## src/rtl/vsd_pkg.sv

```systemverilog
/*
  Shared constants and types of the VMEbus-side DMA and interrupt forwarding block.
  Assumes a 32-bit APB slave whose register index is paddr[7:2].
*/
package vsd_pkg;
  // ----------------------------------------
  // Register indices, byte address = 4 * index
  // ----------------------------------------
  localparam logic [5:0] IDX_LCMD   = 6'h01;
  localparam logic [5:0] IDX_LSTAT  = 6'h03;
  localparam logic [5:0] IDX_AMOD   = 6'h04;
  localparam logic [5:0] IDX_IVEC   = 6'h07;
  localparam logic [5:0] IDX_RCMD   = 6'h09;
  localparam logic [5:0] IDX_RSTAT  = 6'h0B;
  localparam logic [5:0] IDX_DCMD   = 6'h10;
  localparam logic [5:0] IDX_LDADDR = 6'h11;
  localparam logic [5:0] IDX_RDADDR = 6'h12;
  localparam logic [5:0] IDX_LREM   = 6'h13;
  localparam logic [5:0] IDX_RREM   = 6'h14;
  localparam logic [5:0] IDX_PKT    = 6'h15;
  localparam logic [5:0] IDX_FWD    = 6'h16;
  // ----------------------------------------
  // Bit positions
  // ----------------------------------------
  localparam int LCMD_DIS_VA  = 2;
  localparam int LCMD_DIS_AV  = 4;
  localparam int LCMD_SEND_PT = 5;
  localparam int LCMD_CLR_PR  = 6;
  localparam int LCMD_CLR_ERR = 7;
  localparam int LST_RBUS     = 2;
  localparam int LST_TMO      = 3;
  localparam int LST_PR       = 5;
  localparam int LST_LRC      = 6;
  localparam int LST_PAR      = 7;
  localparam int RCMD_SEND_PR = 5;
  localparam int RCMD_CLR_PT  = 6;
  localparam int RST_PT       = 1;
  localparam int DC_BLOCK     = 0;
  localparam int DC_DONE      = 1;
  localparam int DC_IEN       = 2;
  localparam int DC_PAUSE     = 3;
  localparam int DC_WRITE     = 4;
  localparam int DC_D64       = 5;
  localparam int DC_START     = 7;
  // ----------------------------------------
  // Transfer sizes in bytes; the packet size as a shift (256 bytes)
  // ----------------------------------------
  localparam logic [9:0] LIM_PAUSE = 10'h040;
  localparam logic [9:0] LIM_D32   = 10'h100;
  localparam logic [9:0] LIM_D64   = 10'h200;
  localparam logic [3:0] BEAT_D32  = 4'h4;
  localparam logic [3:0] BEAT_D64  = 4'h8;
  localparam int         PKT_SHIFT = 8;

  typedef struct packed {
    logic [31:0] addr;
    logic        write;
    logic        d64;
  } vsd_vme_req_type;

  typedef struct packed {
    logic parity;
    logic longitudinal_redundancy_check;
    logic timeout;
    logic rbus;
  } vsd_err_type;

  typedef enum logic [1:0] {
    ST_IDLE,
    ST_ARB,
    ST_XFER,
    ST_REL
  } vsd_dma_state_type;
endpackage

```

## src/rtl/vsd_sync3.sv

```systemverilog
/*
  Three-stage input synchroniser for pins from outside the pclk domain.
  Output follows only once the second and third stages agree.
*/
`timescale 1ns/100ps
module vsd_sync3 #(
  parameter int           W       = 1,
  parameter logic [W-1:0] RST_VAL = '0
) (
  input  wire logic         pclk,
  input  wire logic         presetn,
  input  wire logic [W-1:0] din,
  output logic      [W-1:0] dout
);
  logic [W-1:0] s1_r;
  logic [W-1:0] s2_r;
  logic [W-1:0] s3_r;

  if (W < 1) begin : g_bad_w
    $error("vsd_sync3: W must be at least 1");
  end

  always_ff @(posedge pclk or negedge presetn) begin
    if (!presetn) begin
      s1_r <= RST_VAL;
      s2_r <= RST_VAL;
      s3_r <= RST_VAL;
    end else begin
      s1_r <= din;
      s2_r <= s1_r;
      s3_r <= s2_r;
    end
  end

  // Per-bit agreement so one noisy level cannot hold back the others
  always_ff @(posedge pclk or negedge presetn) begin
    if (!presetn) begin
      dout <= RST_VAL;
    end else begin
      dout <= (s2_r & s3_r) | (dout & (s2_r | s3_r));
    end
  end
endmodule

```

## src/rtl/vsd_dma.sv

```systemverilog
/*
  VMEbus-side DMA controller with status flags and backplane interrupt forwarding.
  Assumes an APB master on pclk, VME master logic and cable logic on pclk,
  and backplane interrupt pins that are asynchronous and active low.
*/
// The APB register port and the address map are this design's own decisions.
`timescale 1ns/100ps
module vsd_dma #(
  parameter int PKT_W = 16
) (
  input  wire logic                     pclk,
  input  wire logic                     presetn,
  input  wire logic                     psel,
  input  wire logic                     penable,
  input  wire logic                     pwrite,
  input  wire logic [7:0]               paddr,
  input  wire logic [31:0]              pwdata,
  output logic      [31:0]              prdata,
  output logic                          pready,
  output logic                          pslverr,
  input  wire logic [7:1]               vme_irq_n,
  output logic      [7:1]               cable_interrupt_line,
  input  wire vsd_pkg::vsd_err_type     err_in,
  input  wire logic                     receiver_side_programmed_irq,
  input  wire logic                     transmitter_side_programmed_irq,
  output logic                          send_pt,
  output logic                          send_pr,
  output logic                          irq_err,
  output logic                          irq_pr,
  output logic                          irq_dma_done,
  output logic      [7:0]               addr_modifier,
  output logic      [7:0]               irq_vector,
  input  wire logic                     remote_dma_busy,
  output logic                          dma_busy,
  output logic                          vme_bus_req,
  input  wire logic                     vme_bus_grant,
  output logic                          vme_req_valid,
  output vsd_pkg::vsd_vme_req_type      vme_req,
  input  wire logic                     vme_ack,
  input  wire logic                     vme_err,
  output logic      [23:0]              remote_addr
);
  localparam int BL_W = PKT_W + vsd_pkg::PKT_SHIFT;

  if (PKT_W < 1 || PKT_W > 24) begin : g_bad_pkt_w
    $error("vsd_dma: PKT_W out of range");
  end

  // ----------------------------------------
  // Registers and wires
  // ----------------------------------------
  vsd_pkg::vsd_dma_state_type state_r;
  vsd_pkg::vsd_err_type       err_r;
  logic              dis_va_r;
  logic              dis_av_r;
  logic              pr_pend_r;
  logic              pt_pend_r;
  logic [7:1]        fwd_mask_r;
  logic [5:0]        dcmd_r;
  logic              done_r;
  logic [31:0]       ldaddr_r;
  logic [23:0]       rdaddr_r;
  logic [7:0]        lrem_r;
  logic [7:0]        rrem_r;
  logic [PKT_W-1:0]  pkt_r;
  logic [BL_W-1:0]   bytes_left_r;
  logic [9:0]        tenure_r;
  logic [7:1]        irq_lvl;
  logic [5:0]        idx;
  logic              wr;
  logic              mapped;
  logic              start;
  logic              finish;
  logic [3:0]        beat_full;
  logic [3:0]        beat;
  logic [9:0]        limit;
  logic              last_beat;
  logic              tenure_end;

  assign idx    = paddr[7:2];
  assign wr     = psel & penable & pwrite;
  assign pready = psel & penable;
  assign mapped = idx inside {vsd_pkg::IDX_LCMD, vsd_pkg::IDX_LSTAT, vsd_pkg::IDX_AMOD,
                              vsd_pkg::IDX_IVEC, vsd_pkg::IDX_RCMD, vsd_pkg::IDX_RSTAT,
                              vsd_pkg::IDX_DCMD, vsd_pkg::IDX_LDADDR, vsd_pkg::IDX_RDADDR,
                              vsd_pkg::IDX_LREM, vsd_pkg::IDX_RREM, vsd_pkg::IDX_PKT,
                              vsd_pkg::IDX_FWD};
  assign pslverr = psel & penable & ~mapped;

  // ----------------------------------------
  // Backplane interrupt forwarding
  // ----------------------------------------
  vsd_sync3 #(
    .W       (7),
    .RST_VAL (7'h7F)
  ) u_irq_sync (
    .pclk    (pclk),
    .presetn (presetn),
    .din     (vme_irq_n),
    .dout    (irq_lvl)
  );

  // Level n only ever reaches cable line n; mask excludes lines not selected
  always_ff @(posedge pclk or negedge presetn) begin
    if (!presetn) begin
      cable_interrupt_line <= 7'h00;
    end else begin
      cable_interrupt_line <= ~irq_lvl & fwd_mask_r & {7{~dis_va_r}};
    end
  end

  // ----------------------------------------
  // Control registers
  // ----------------------------------------
  always_ff @(posedge pclk or negedge presetn) begin
    if (!presetn) begin
      dis_va_r      <= 1'b0;
      dis_av_r      <= 1'b0;
      addr_modifier <= 8'h00;
      irq_vector    <= 8'h00;
      fwd_mask_r    <= 7'h00;
      ldaddr_r      <= 32'h0000_0000;
      rdaddr_r      <= 24'h00_0000;
      lrem_r        <= 8'h00;
      rrem_r        <= 8'h00;
      pkt_r         <= '0;
      dcmd_r        <= 6'h00;
    end else if (wr) begin
      unique case (idx)
        vsd_pkg::IDX_LCMD: begin
          dis_va_r <= pwdata[vsd_pkg::LCMD_DIS_VA];
          dis_av_r <= pwdata[vsd_pkg::LCMD_DIS_AV];
        end
        vsd_pkg::IDX_AMOD:   addr_modifier <= pwdata[7:0];
        vsd_pkg::IDX_IVEC:   irq_vector    <= pwdata[7:0];
        vsd_pkg::IDX_FWD:    fwd_mask_r    <= pwdata[7:1];
        vsd_pkg::IDX_LDADDR: ldaddr_r      <= pwdata;
        vsd_pkg::IDX_RDADDR: rdaddr_r      <= pwdata[23:0];
        vsd_pkg::IDX_LREM:   lrem_r        <= pwdata[7:0];
        vsd_pkg::IDX_RREM:   rrem_r        <= pwdata[7:0];
        vsd_pkg::IDX_PKT:    pkt_r         <= pwdata[PKT_W-1:0];
        vsd_pkg::IDX_DCMD: begin
          // Settings are frozen while a transfer runs
          if (!dma_busy) begin
            dcmd_r <= {pwdata[vsd_pkg::DC_D64], pwdata[vsd_pkg::DC_WRITE],
                       pwdata[vsd_pkg::DC_PAUSE], pwdata[vsd_pkg::DC_IEN],
                       1'b0, pwdata[vsd_pkg::DC_BLOCK]};
          end
        end
        default: begin
        end
      endcase
    end
  end

  assign send_pt = wr & (idx == vsd_pkg::IDX_LCMD) & pwdata[vsd_pkg::LCMD_SEND_PT] & ~dis_va_r;
  assign send_pr = wr & (idx == vsd_pkg::IDX_RCMD) & pwdata[vsd_pkg::RCMD_SEND_PR];

  // ----------------------------------------
  // Sticky status flags, a new event wins over a clear
  // ----------------------------------------
  always_ff @(posedge pclk or negedge presetn) begin
    if (!presetn) begin
      err_r <= '0;
    end else if (wr && idx == vsd_pkg::IDX_LCMD && pwdata[vsd_pkg::LCMD_CLR_ERR]) begin
      err_r <= err_in;
    end else begin
      err_r <= err_r | err_in;
    end
  end

  always_ff @(posedge pclk or negedge presetn) begin
    if (!presetn) begin
      pr_pend_r <= 1'b0;
    end else if (wr && idx == vsd_pkg::IDX_LCMD && pwdata[vsd_pkg::LCMD_CLR_PR]) begin
      pr_pend_r <= receiver_side_programmed_irq;
    end else begin
      pr_pend_r <= pr_pend_r | receiver_side_programmed_irq;
    end
  end

  always_ff @(posedge pclk or negedge presetn) begin
    if (!presetn) begin
      pt_pend_r <= 1'b0;
    end else if (wr && idx == vsd_pkg::IDX_RCMD && pwdata[vsd_pkg::RCMD_CLR_PT]) begin
      pt_pend_r <= transmitter_side_programmed_irq;
    end else begin
      pt_pend_r <= pt_pend_r | transmitter_side_programmed_irq;
    end
  end

  // Software clears done by writing the command word with bit 1 low
  always_ff @(posedge pclk or negedge presetn) begin
    if (!presetn) begin
      done_r <= 1'b0;
    end else if (finish) begin
      done_r <= 1'b1;
    end else if (start) begin
      done_r <= 1'b0;
    end else if (wr && idx == vsd_pkg::IDX_DCMD) begin
      done_r <= done_r & pwdata[vsd_pkg::DC_DONE];
    end
  end

  assign irq_err      = (|err_r) & ~dis_av_r;
  assign irq_pr       = pr_pend_r & ~dis_av_r;
  assign irq_dma_done = done_r & dcmd_r[vsd_pkg::DC_IEN] & ~dis_av_r;

  // ----------------------------------------
  // Read data, latched in the setup cycle
  // ----------------------------------------
  always_ff @(posedge pclk or negedge presetn) begin
    if (!presetn) begin
      prdata <= 32'h0000_0000;
    end else if (psel && !penable && !pwrite) begin
      prdata <= 32'h0000_0000;
      unique case (idx)
        vsd_pkg::IDX_LCMD: begin
          prdata[vsd_pkg::LCMD_DIS_VA] <= dis_va_r;
          prdata[vsd_pkg::LCMD_DIS_AV] <= dis_av_r;
        end
        vsd_pkg::IDX_LSTAT: begin
          prdata[vsd_pkg::LST_PAR]  <= err_r.parity;
          prdata[vsd_pkg::LST_LRC]  <= err_r.longitudinal_redundancy_check;
          prdata[vsd_pkg::LST_TMO]  <= err_r.timeout;
          prdata[vsd_pkg::LST_RBUS] <= err_r.rbus;
          prdata[vsd_pkg::LST_PR]   <= pr_pend_r;
        end
        vsd_pkg::IDX_RSTAT:  prdata[vsd_pkg::RST_PT] <= pt_pend_r;
        vsd_pkg::IDX_AMOD:   prdata[7:0]   <= addr_modifier;
        vsd_pkg::IDX_IVEC:   prdata[7:0]   <= irq_vector;
        vsd_pkg::IDX_FWD:    prdata[7:1]   <= fwd_mask_r;
        vsd_pkg::IDX_LDADDR: prdata        <= ldaddr_r;
        vsd_pkg::IDX_RDADDR: prdata[23:0]  <= rdaddr_r;
        vsd_pkg::IDX_LREM:   prdata[7:0]   <= lrem_r;
        vsd_pkg::IDX_RREM:   prdata[7:0]   <= rrem_r;
        vsd_pkg::IDX_PKT:    prdata[PKT_W-1:0] <= pkt_r;
        vsd_pkg::IDX_DCMD: begin
          prdata[5:0]               <= dcmd_r;
          prdata[vsd_pkg::DC_DONE]  <= done_r;
          prdata[vsd_pkg::DC_START] <= dma_busy;
        end
        default: begin
        end
      endcase
    end
  end

  // ----------------------------------------
  // DMA engine
  // ----------------------------------------
  // A start written while either side is busy is dropped, not queued
  assign start = wr & (idx == vsd_pkg::IDX_DCMD) & pwdata[vsd_pkg::DC_START] &
                 ~dma_busy & ~remote_dma_busy;
  assign dma_busy = (state_r != vsd_pkg::ST_IDLE);

  assign beat_full = dcmd_r[vsd_pkg::DC_D64] ? vsd_pkg::BEAT_D64 : vsd_pkg::BEAT_D32;
  assign beat      = (bytes_left_r < BL_W'(beat_full)) ? bytes_left_r[3:0] : beat_full;
  assign last_beat = (bytes_left_r == BL_W'(beat));
  assign limit     = dcmd_r[vsd_pkg::DC_PAUSE] ? vsd_pkg::LIM_PAUSE :
                     dcmd_r[vsd_pkg::DC_D64]   ? vsd_pkg::LIM_D64 : vsd_pkg::LIM_D32;
  assign tenure_end = ~dcmd_r[vsd_pkg::DC_BLOCK] |
                      ((tenure_r + 10'(beat) + 10'(beat_full)) > limit);
  assign finish = (start && pkt_r == '0 && lrem_r == 8'h00) ||
                  (state_r == vsd_pkg::ST_XFER && (vme_err || (vme_ack && last_beat)));

  always_ff @(posedge pclk or negedge presetn) begin
    if (!presetn) begin
      state_r <= vsd_pkg::ST_IDLE;
    end else begin
      unique case (state_r)
        vsd_pkg::ST_IDLE: begin
          if (start && !finish) state_r <= vsd_pkg::ST_ARB;
        end
        vsd_pkg::ST_ARB: begin
          if (vme_bus_grant) state_r <= vsd_pkg::ST_XFER;
        end
        vsd_pkg::ST_XFER: begin
          if (finish) begin
            state_r <= vsd_pkg::ST_IDLE;
          end else if (vme_ack && tenure_end) begin
            state_r <= vsd_pkg::ST_REL;
          end
        end
        vsd_pkg::ST_REL: state_r <= vsd_pkg::ST_ARB;
      endcase
    end
  end

  // Packets and remainder form one byte count, so packets go first
  always_ff @(posedge pclk or negedge presetn) begin
    if (!presetn) begin
      bytes_left_r <= '0;
      vme_req      <= '0;
      remote_addr  <= 24'h00_0000;
    end else if (start) begin
      bytes_left_r      <= {pkt_r, lrem_r};
      vme_req.addr      <= ldaddr_r;
      // Settings of the start word itself, as they load into the command register too
      vme_req.write     <= pwdata[vsd_pkg::DC_WRITE];
      vme_req.d64       <= pwdata[vsd_pkg::DC_D64];
      remote_addr       <= rdaddr_r;
    end else if (state_r == vsd_pkg::ST_XFER && vme_ack) begin
      bytes_left_r <= bytes_left_r - BL_W'(beat);
      vme_req.addr <= vme_req.addr + 32'(beat);
      remote_addr  <= remote_addr + 24'(beat);
    end
  end

  always_ff @(posedge pclk or negedge presetn) begin
    if (!presetn) begin
      tenure_r <= 10'h000;
    end else if (state_r != vsd_pkg::ST_XFER) begin
      tenure_r <= 10'h000;
    end else if (vme_ack) begin
      tenure_r <= tenure_r + 10'(beat);
    end
  end

  assign vme_bus_req   = (state_r == vsd_pkg::ST_ARB) || (state_r == vsd_pkg::ST_XFER);
  assign vme_req_valid = (state_r == vsd_pkg::ST_XFER);

  // ----------------------------------------
  // Assertions
  // ----------------------------------------
  a_err_clear: assert property (@(posedge pclk) disable iff (!presetn)
    (wr && idx == vsd_pkg::IDX_LCMD && pwdata[vsd_pkg::LCMD_CLR_ERR] && err_in == '0)
      |=> (err_r == '0)) else $error("error flags not cleared");
  a_pr_flag: assert property (@(posedge pclk) disable iff (!presetn)
    receiver_side_programmed_irq |=> pr_pend_r) else $error("receiver flag lost");
  a_pt_clear: assert property (@(posedge pclk) disable iff (!presetn)
    (wr && idx == vsd_pkg::IDX_RCMD && pwdata[vsd_pkg::RCMD_CLR_PT] &&
     !transmitter_side_programmed_irq) |=> !pt_pend_r) else $error("pt flag not cleared");
  a_block_irq: assert property (@(posedge pclk) disable iff (!presetn)
    dis_av_r |-> !(irq_err || irq_pr || irq_dma_done)) else $error("irq not blocked");
  a_done_irq: assert property (@(posedge pclk) disable iff (!presetn)
    !(done_r && dcmd_r[vsd_pkg::DC_IEN]) |-> !irq_dma_done) else $error("done irq without done");
  a_fwd_gate: assert property (@(posedge pclk) disable iff (!presetn)
    $past(dis_va_r) |-> (cable_interrupt_line == 7'h00)) else $error("forwarding not gated");
  a_one_xfer: assert property (@(posedge pclk) disable iff (!presetn)
    (!dma_busy && remote_dma_busy) |=> !dma_busy) else $error("start while remote busy");
  a_first_addr: assert property (@(posedge pclk) disable iff (!presetn)
    $rose(dma_busy) |-> (vme_req.addr == ldaddr_r && remote_addr == rdaddr_r))
    else $error("wrong start address");
  a_nonblock: assert property (@(posedge pclk) disable iff (!presetn)
    (vme_req_valid && vme_ack && !dcmd_r[vsd_pkg::DC_BLOCK]) |=> !vme_bus_req)
    else $error("bus kept in non-block mode");
  a_tenure_lim: assert property (@(posedge pclk) disable iff (!presetn)
    dma_busy |-> (tenure_r <= limit)) else $error("tenure over limit");
  a_done_end: assert property (@(posedge pclk) disable iff (!presetn)
    $fell(dma_busy) |-> done_r) else $error("done not set at end");
  a_count_down: assert property (@(posedge pclk) disable iff (!presetn)
    (vme_req_valid && vme_ack) |=>
      (bytes_left_r == $past(bytes_left_r) - BL_W'($past(beat)))) else $error("bad count");
endmodule

```

## config.mk

```make
export PLATFORM = sky130hd
export DESIGN_NAME = vsd_dma
export DESIGN_NICKNAME = d
export VERILOG_FILES = /design/src/rtl/vsd_pkg.sv /design/src/rtl/vsd_sync3.sv /design/src/rtl/vsd_dma.sv
export SDC_FILE = /design/constraint.sdc
export NUM_CORES = 1
export LEC_CHECK = 0
export BUFFER_PORTS_ARGS = -buffer_cell sky130_fd_sc_hd__buf_2
export CORE_ASPECT_RATIO = 0.75
export CORE_MARGIN = 2
export CORE_UTILIZATION = 45
export DETAILED_ROUTE_END_ITERATION = 6
export GPL_TIMING_DRIVEN = 0
export HOLD_SLACK_MARGIN = 0.02
export SKIP_CTS_REPAIR_TIMING = 1
export SYNTH_ARGS = -nofsm -noshare
export SYNTH_HDL_FRONTEND = slang
export SYNTH_SLANG_ARGS = --single-unit
```

## constraint.sdc

```tcl
create_clock -name pclk -period 11.5 [get_ports pclk]
set_input_delay 1.15 -clock pclk [delete_from_list [all_inputs] [get_ports pclk]]
set_output_delay 1.15 -clock pclk [all_outputs]
set_load 0.03 [all_outputs]
```

==> results.py <==
metrics = {
    "run_status": {
        "status": "finished, final reports clean",
    },
    "critical_path": {
        "reg2reg_to": "state_r[1]",
        "arrival_ns": 7.36,
        "cp_top_family": "simple AND/OR/NAND/NOR gates",
        "reg2reg_depth": 20,
        "crit_path_frequent_cell": "ha_1",
        "max_stage_delay_ns": 0.74,
        "endpoint_kind": "register",
        "worst_path_max_delay_cell": "o21ai_0",
        "cp-start-kind": "register",
        "cp_max_fo": 8,
        "reg2reg_from": "bytes_left_r[9]",
        "critical_path_depth": 20,
        "required_ns": 11.94,
        "worstSetupPathType": "register to register",
        "critPathBufInv": 0,
        "crit_chain": "nor4_1, nand3b_1, nor2_1, nand2_1, o21ai_0, ha_1, xnor2_1, ha_1, a21oi_1, nor3_1, a21oi_1, nor2b_1, xor2_1, ha_1, or4b_2, or4_1, nor3_1, a221oi_1, a211o_1, o311ai_0",
        "ff2ff_setup_slack_ns": 4.59,
    },
    "die": {
        "ios": 185,
        "core_area_um2": 30100,
        "initial_core_util_pct": 45.7,
        "fp.dieW_um": 206,
        "die_h_um": 156,
        "num_rows": 55,
        "dieArea_um2": 32100,
    },
    "sta": {
        "skew_ns": 0.0117,
        "fmax_mhz": 145,
        "rsz0062_at_grt": "false",
        "setup_viol": 0,
        "slew_headroom_pct": 21.6,
        "worst_pin_slew_ns": 1.17,
        "setup_tns_ns": 0,
        "final-max-slew-violation-count": 0,
        "finalHoldViolCount": 0,
        "fin_crit_sh_pct": 60.1,
        "fin_crit_ns": 6.91,
    },
    "worst_hold_path": {
        "hold_class": "register to register",
        "holdPathEnd": "u_irq_sync.s2_r[1]",
        "hold_path_startpoint": "u_irq_sync.s1_r[1]",
        "hold_depth": 0,
    },
    "global_route": {
        "antenna_found_initial": 0,
        "grt_pass1_vias": 10800,
        "grtUsageTotal_pct": 26.8,
        "grt_first_pass_wirelength_mm": 65.1,
        "grt_overflow_total": 0,
        "grt_max_degree": 120,
    },
    "clock_network": {
        "root_buffer": "clkbuf_16",
        "clkTransAtPathRegs_ns": 0.06,
        "htreeDepth": 1,
        "numClockSinks": 286,
        "clock_latency_ns": 0.57,
        "cts_made_buffers": 31,
        "cts_max_path_buffers": 3,
        "cts_tree": "built",
    },
    "yosys": {
        "synth-edff-count": 0,
        "synth-seq-cells": 286,
        "synth-async-reset-ratio_pct": 100,
        "synth_seq_area_share_pct": 52.2,
        "syn-mean-instance-area_um2": 10.7,
        "ys_warn_count": 0,
        "yosysUniqueCellTypes": 72,
        "syn_area_um2": 13800,
        "netlist_instances": 1286,
        "syn-num-nets": 1374,
        "synth_ff_type": "dfrtp_1",
    },
    "pwr": {
        "p_per_area_nw_per_um2": 166,
        "power.total_uw": 2690,
        "peakVddDrop_v": 0.000126,
        "p_leak_uw": 0.00762,
    },
    "drt": {
        "wl_per_cell_um": 22.1,
        "drt-initial-drc-count": 909,
        "via_per_inst": 5.76,
        "antenna_left": 0,
        "wl_mm": 42.6,
        "drcViolationCount": 0,
        "via_count": 11100,
        "drt_pass1_iterations": 5,
    },
    "finish": {
        "final_area_um2": 16200,
        "utilization_pct": 53.9,
        "antennaDiodeCount": 0,
        "multi_input_area_um2": 6290,
        "regArea_um2": 7190,
        "syn2layout_area_growth_pct": 17.8,
        "final_cells": 1925,
        "fillers": 2746,
        "nets": 1589,
        "drive_gt1_share_pct": 26.0,
    },
    "placed_design": {
        "dp_cells": 1867,
        "portBuffers": 178,
        "place_hpwl_mm": 31.6,
        "placed_area_um2": 15300,
        "gp_congestion": 0.879,
    },
    "run": {
        "maxCapViolations": 0,
    },
}
## per-stage QoR
| step | hold slack [ns] | setup WS, ns |
|---|---|---|
| detailed placement | 0.347 | 4.68 |
| global placement | 0.345 | 3.79 |
| CTS | 0.355 | 4.63 |
| global route | 0.357 | 3.97 |
| finish | 0.354 | 4.59 |
| floorplan | 0.345 | 5.90 |
## cell type report
cell class	count	share of cell area, %
buffer	61	1.42
sequential	286	44.3
timing repair buffer	182	5.98
tap	399	3.07
multi-input combinational	914	38.7
clock inverter	7	0.470
inverter	25	0.578
clock buffer	51	5.49
## cell families (layout without fill, tap and decap cells)
group                    count (synthesis)  count (layout)  synth area share (%)
AND/OR/NAND/NOR                        441             441                  15.8
other                                    1               1                0.0272
adder cells (fa/ha/maj)                 35              35                  3.08
AO/OA/AOI/OAI                          225             225                  10.9
flip-flops                             286             286                  52.2
XOR/XNOR                                85              85                  5.40
buffers and inverters                   86             326                  2.35
multiplexers                           127             127                  10.3
## how the worst max path moves through the flow
stage                      from                       to  slack, ns
2_1_floorplan  bytes_left_r[10]               state_r[0]       5.90
3_3_place_gp            presetn  cable_interrupt_line[4]       3.79
3_5_place_dp   bytes_left_r[10]               state_r[0]       4.68
4_1_cts        bytes_left_r[10]               state_r[1]       4.63
5_1_grt        bytes_left_r[10]               state_r[1]       3.97
6_report        bytes_left_r[9]               state_r[1]       4.59
## synthesized netlist by cell type (19+ instances only)
library cell  number  area [µm²]
and3_1            19         119
ha_1              25         313
o21ai_0           72         360
a221oi_1          24         210
dfstp_2           28         736
clkbuf_1          51         191
xnor2_1           65         569
inv_1             25        93.8
dfrtp_1          258        6460
xor2_1            20         175
nand3_1           31         155
nor4_1            26         163
a21oi_1           44         220
mux2_2           116        1310
nand2_1          149         559
nor2_1           104         390
## cells in the final DEF, fill, tap and decap left out, drive strengths merged, types with 11 or more instances in the layout
master / count
dfrtp: 258
buf: 192
nand2: 149
mux2: 116
nor2: 104
clkbuf: 102
o21ai: 74
xnor2: 65
a21oi: 45
nand3: 31
dfstp: 28
inv: 27
nor4: 26
ha: 25
a221oi: 24
xor2: 20
and3: 19
nor3: 18
and2: 15
nor3b: 14
nand4: 14
nor2b: 12
mux2i: 11
## worst reg2reg max path: stages, from the launching register on
cell,delay (ns)
dfrtp_1,0.43
nor4_1,0.47
nand3b_1,0.44
nor2_1,0.37
nand2_1,0.15
o21ai_0,0.74
ha_1,0.39
xnor2_1,0.38
ha_1,0.32
a21oi_1,0.33
nor3_1,0.13
a21oi_1,0.14
nor2b_1,0.07
xor2_1,0.15
ha_1,0.33
or4b_2,0.61
or4_1,0.47
nor3_1,0.15
a221oi_1,0.11
a211o_1,0.29
o311ai_0,0.32
## power breakdown
| group | switching [µW] | internal, µW | leakage [µW] |
|---|---|---|---|
| clock network | 410 | 552 | 0.000473 |
| logic | 331 | 195 | 0.00339 |
| registers | 103 | 1100 | 0.00375 |
## state kept, by name, indices dropped and copies added, names as in the netlist, 4 cells and up
register / flops
u_irq_sync.dout: 7
u_irq_sync.s3_r: 7
bytes_left_r: 24
u_irq_sync.s1_r: 7
addr_modifier: 8
vme_req: 34
irq_vector: 8
ldaddr_r: 32
lrem_r: 8
tenure_r: 10
err_r: 4
remote_addr: 24
cable_interrupt_line: 7
prdata: 32
rdaddr_r: 24
u_irq_sync.s2_r: 7
pkt_r: 16
dcmd_r: 5
rrem_r: 8
fwd_mask_r: 7
## per-layer routing
layer	track usage [%]	vias up	share of wire [%]
met4	5.41	0	1.8
met2	36.2	411	40
met1	43.1	5576	49
met5	0	-	0
met3	6.66	53	9.0
li1	-	5047	-
(Power assumes the default switching activity.)
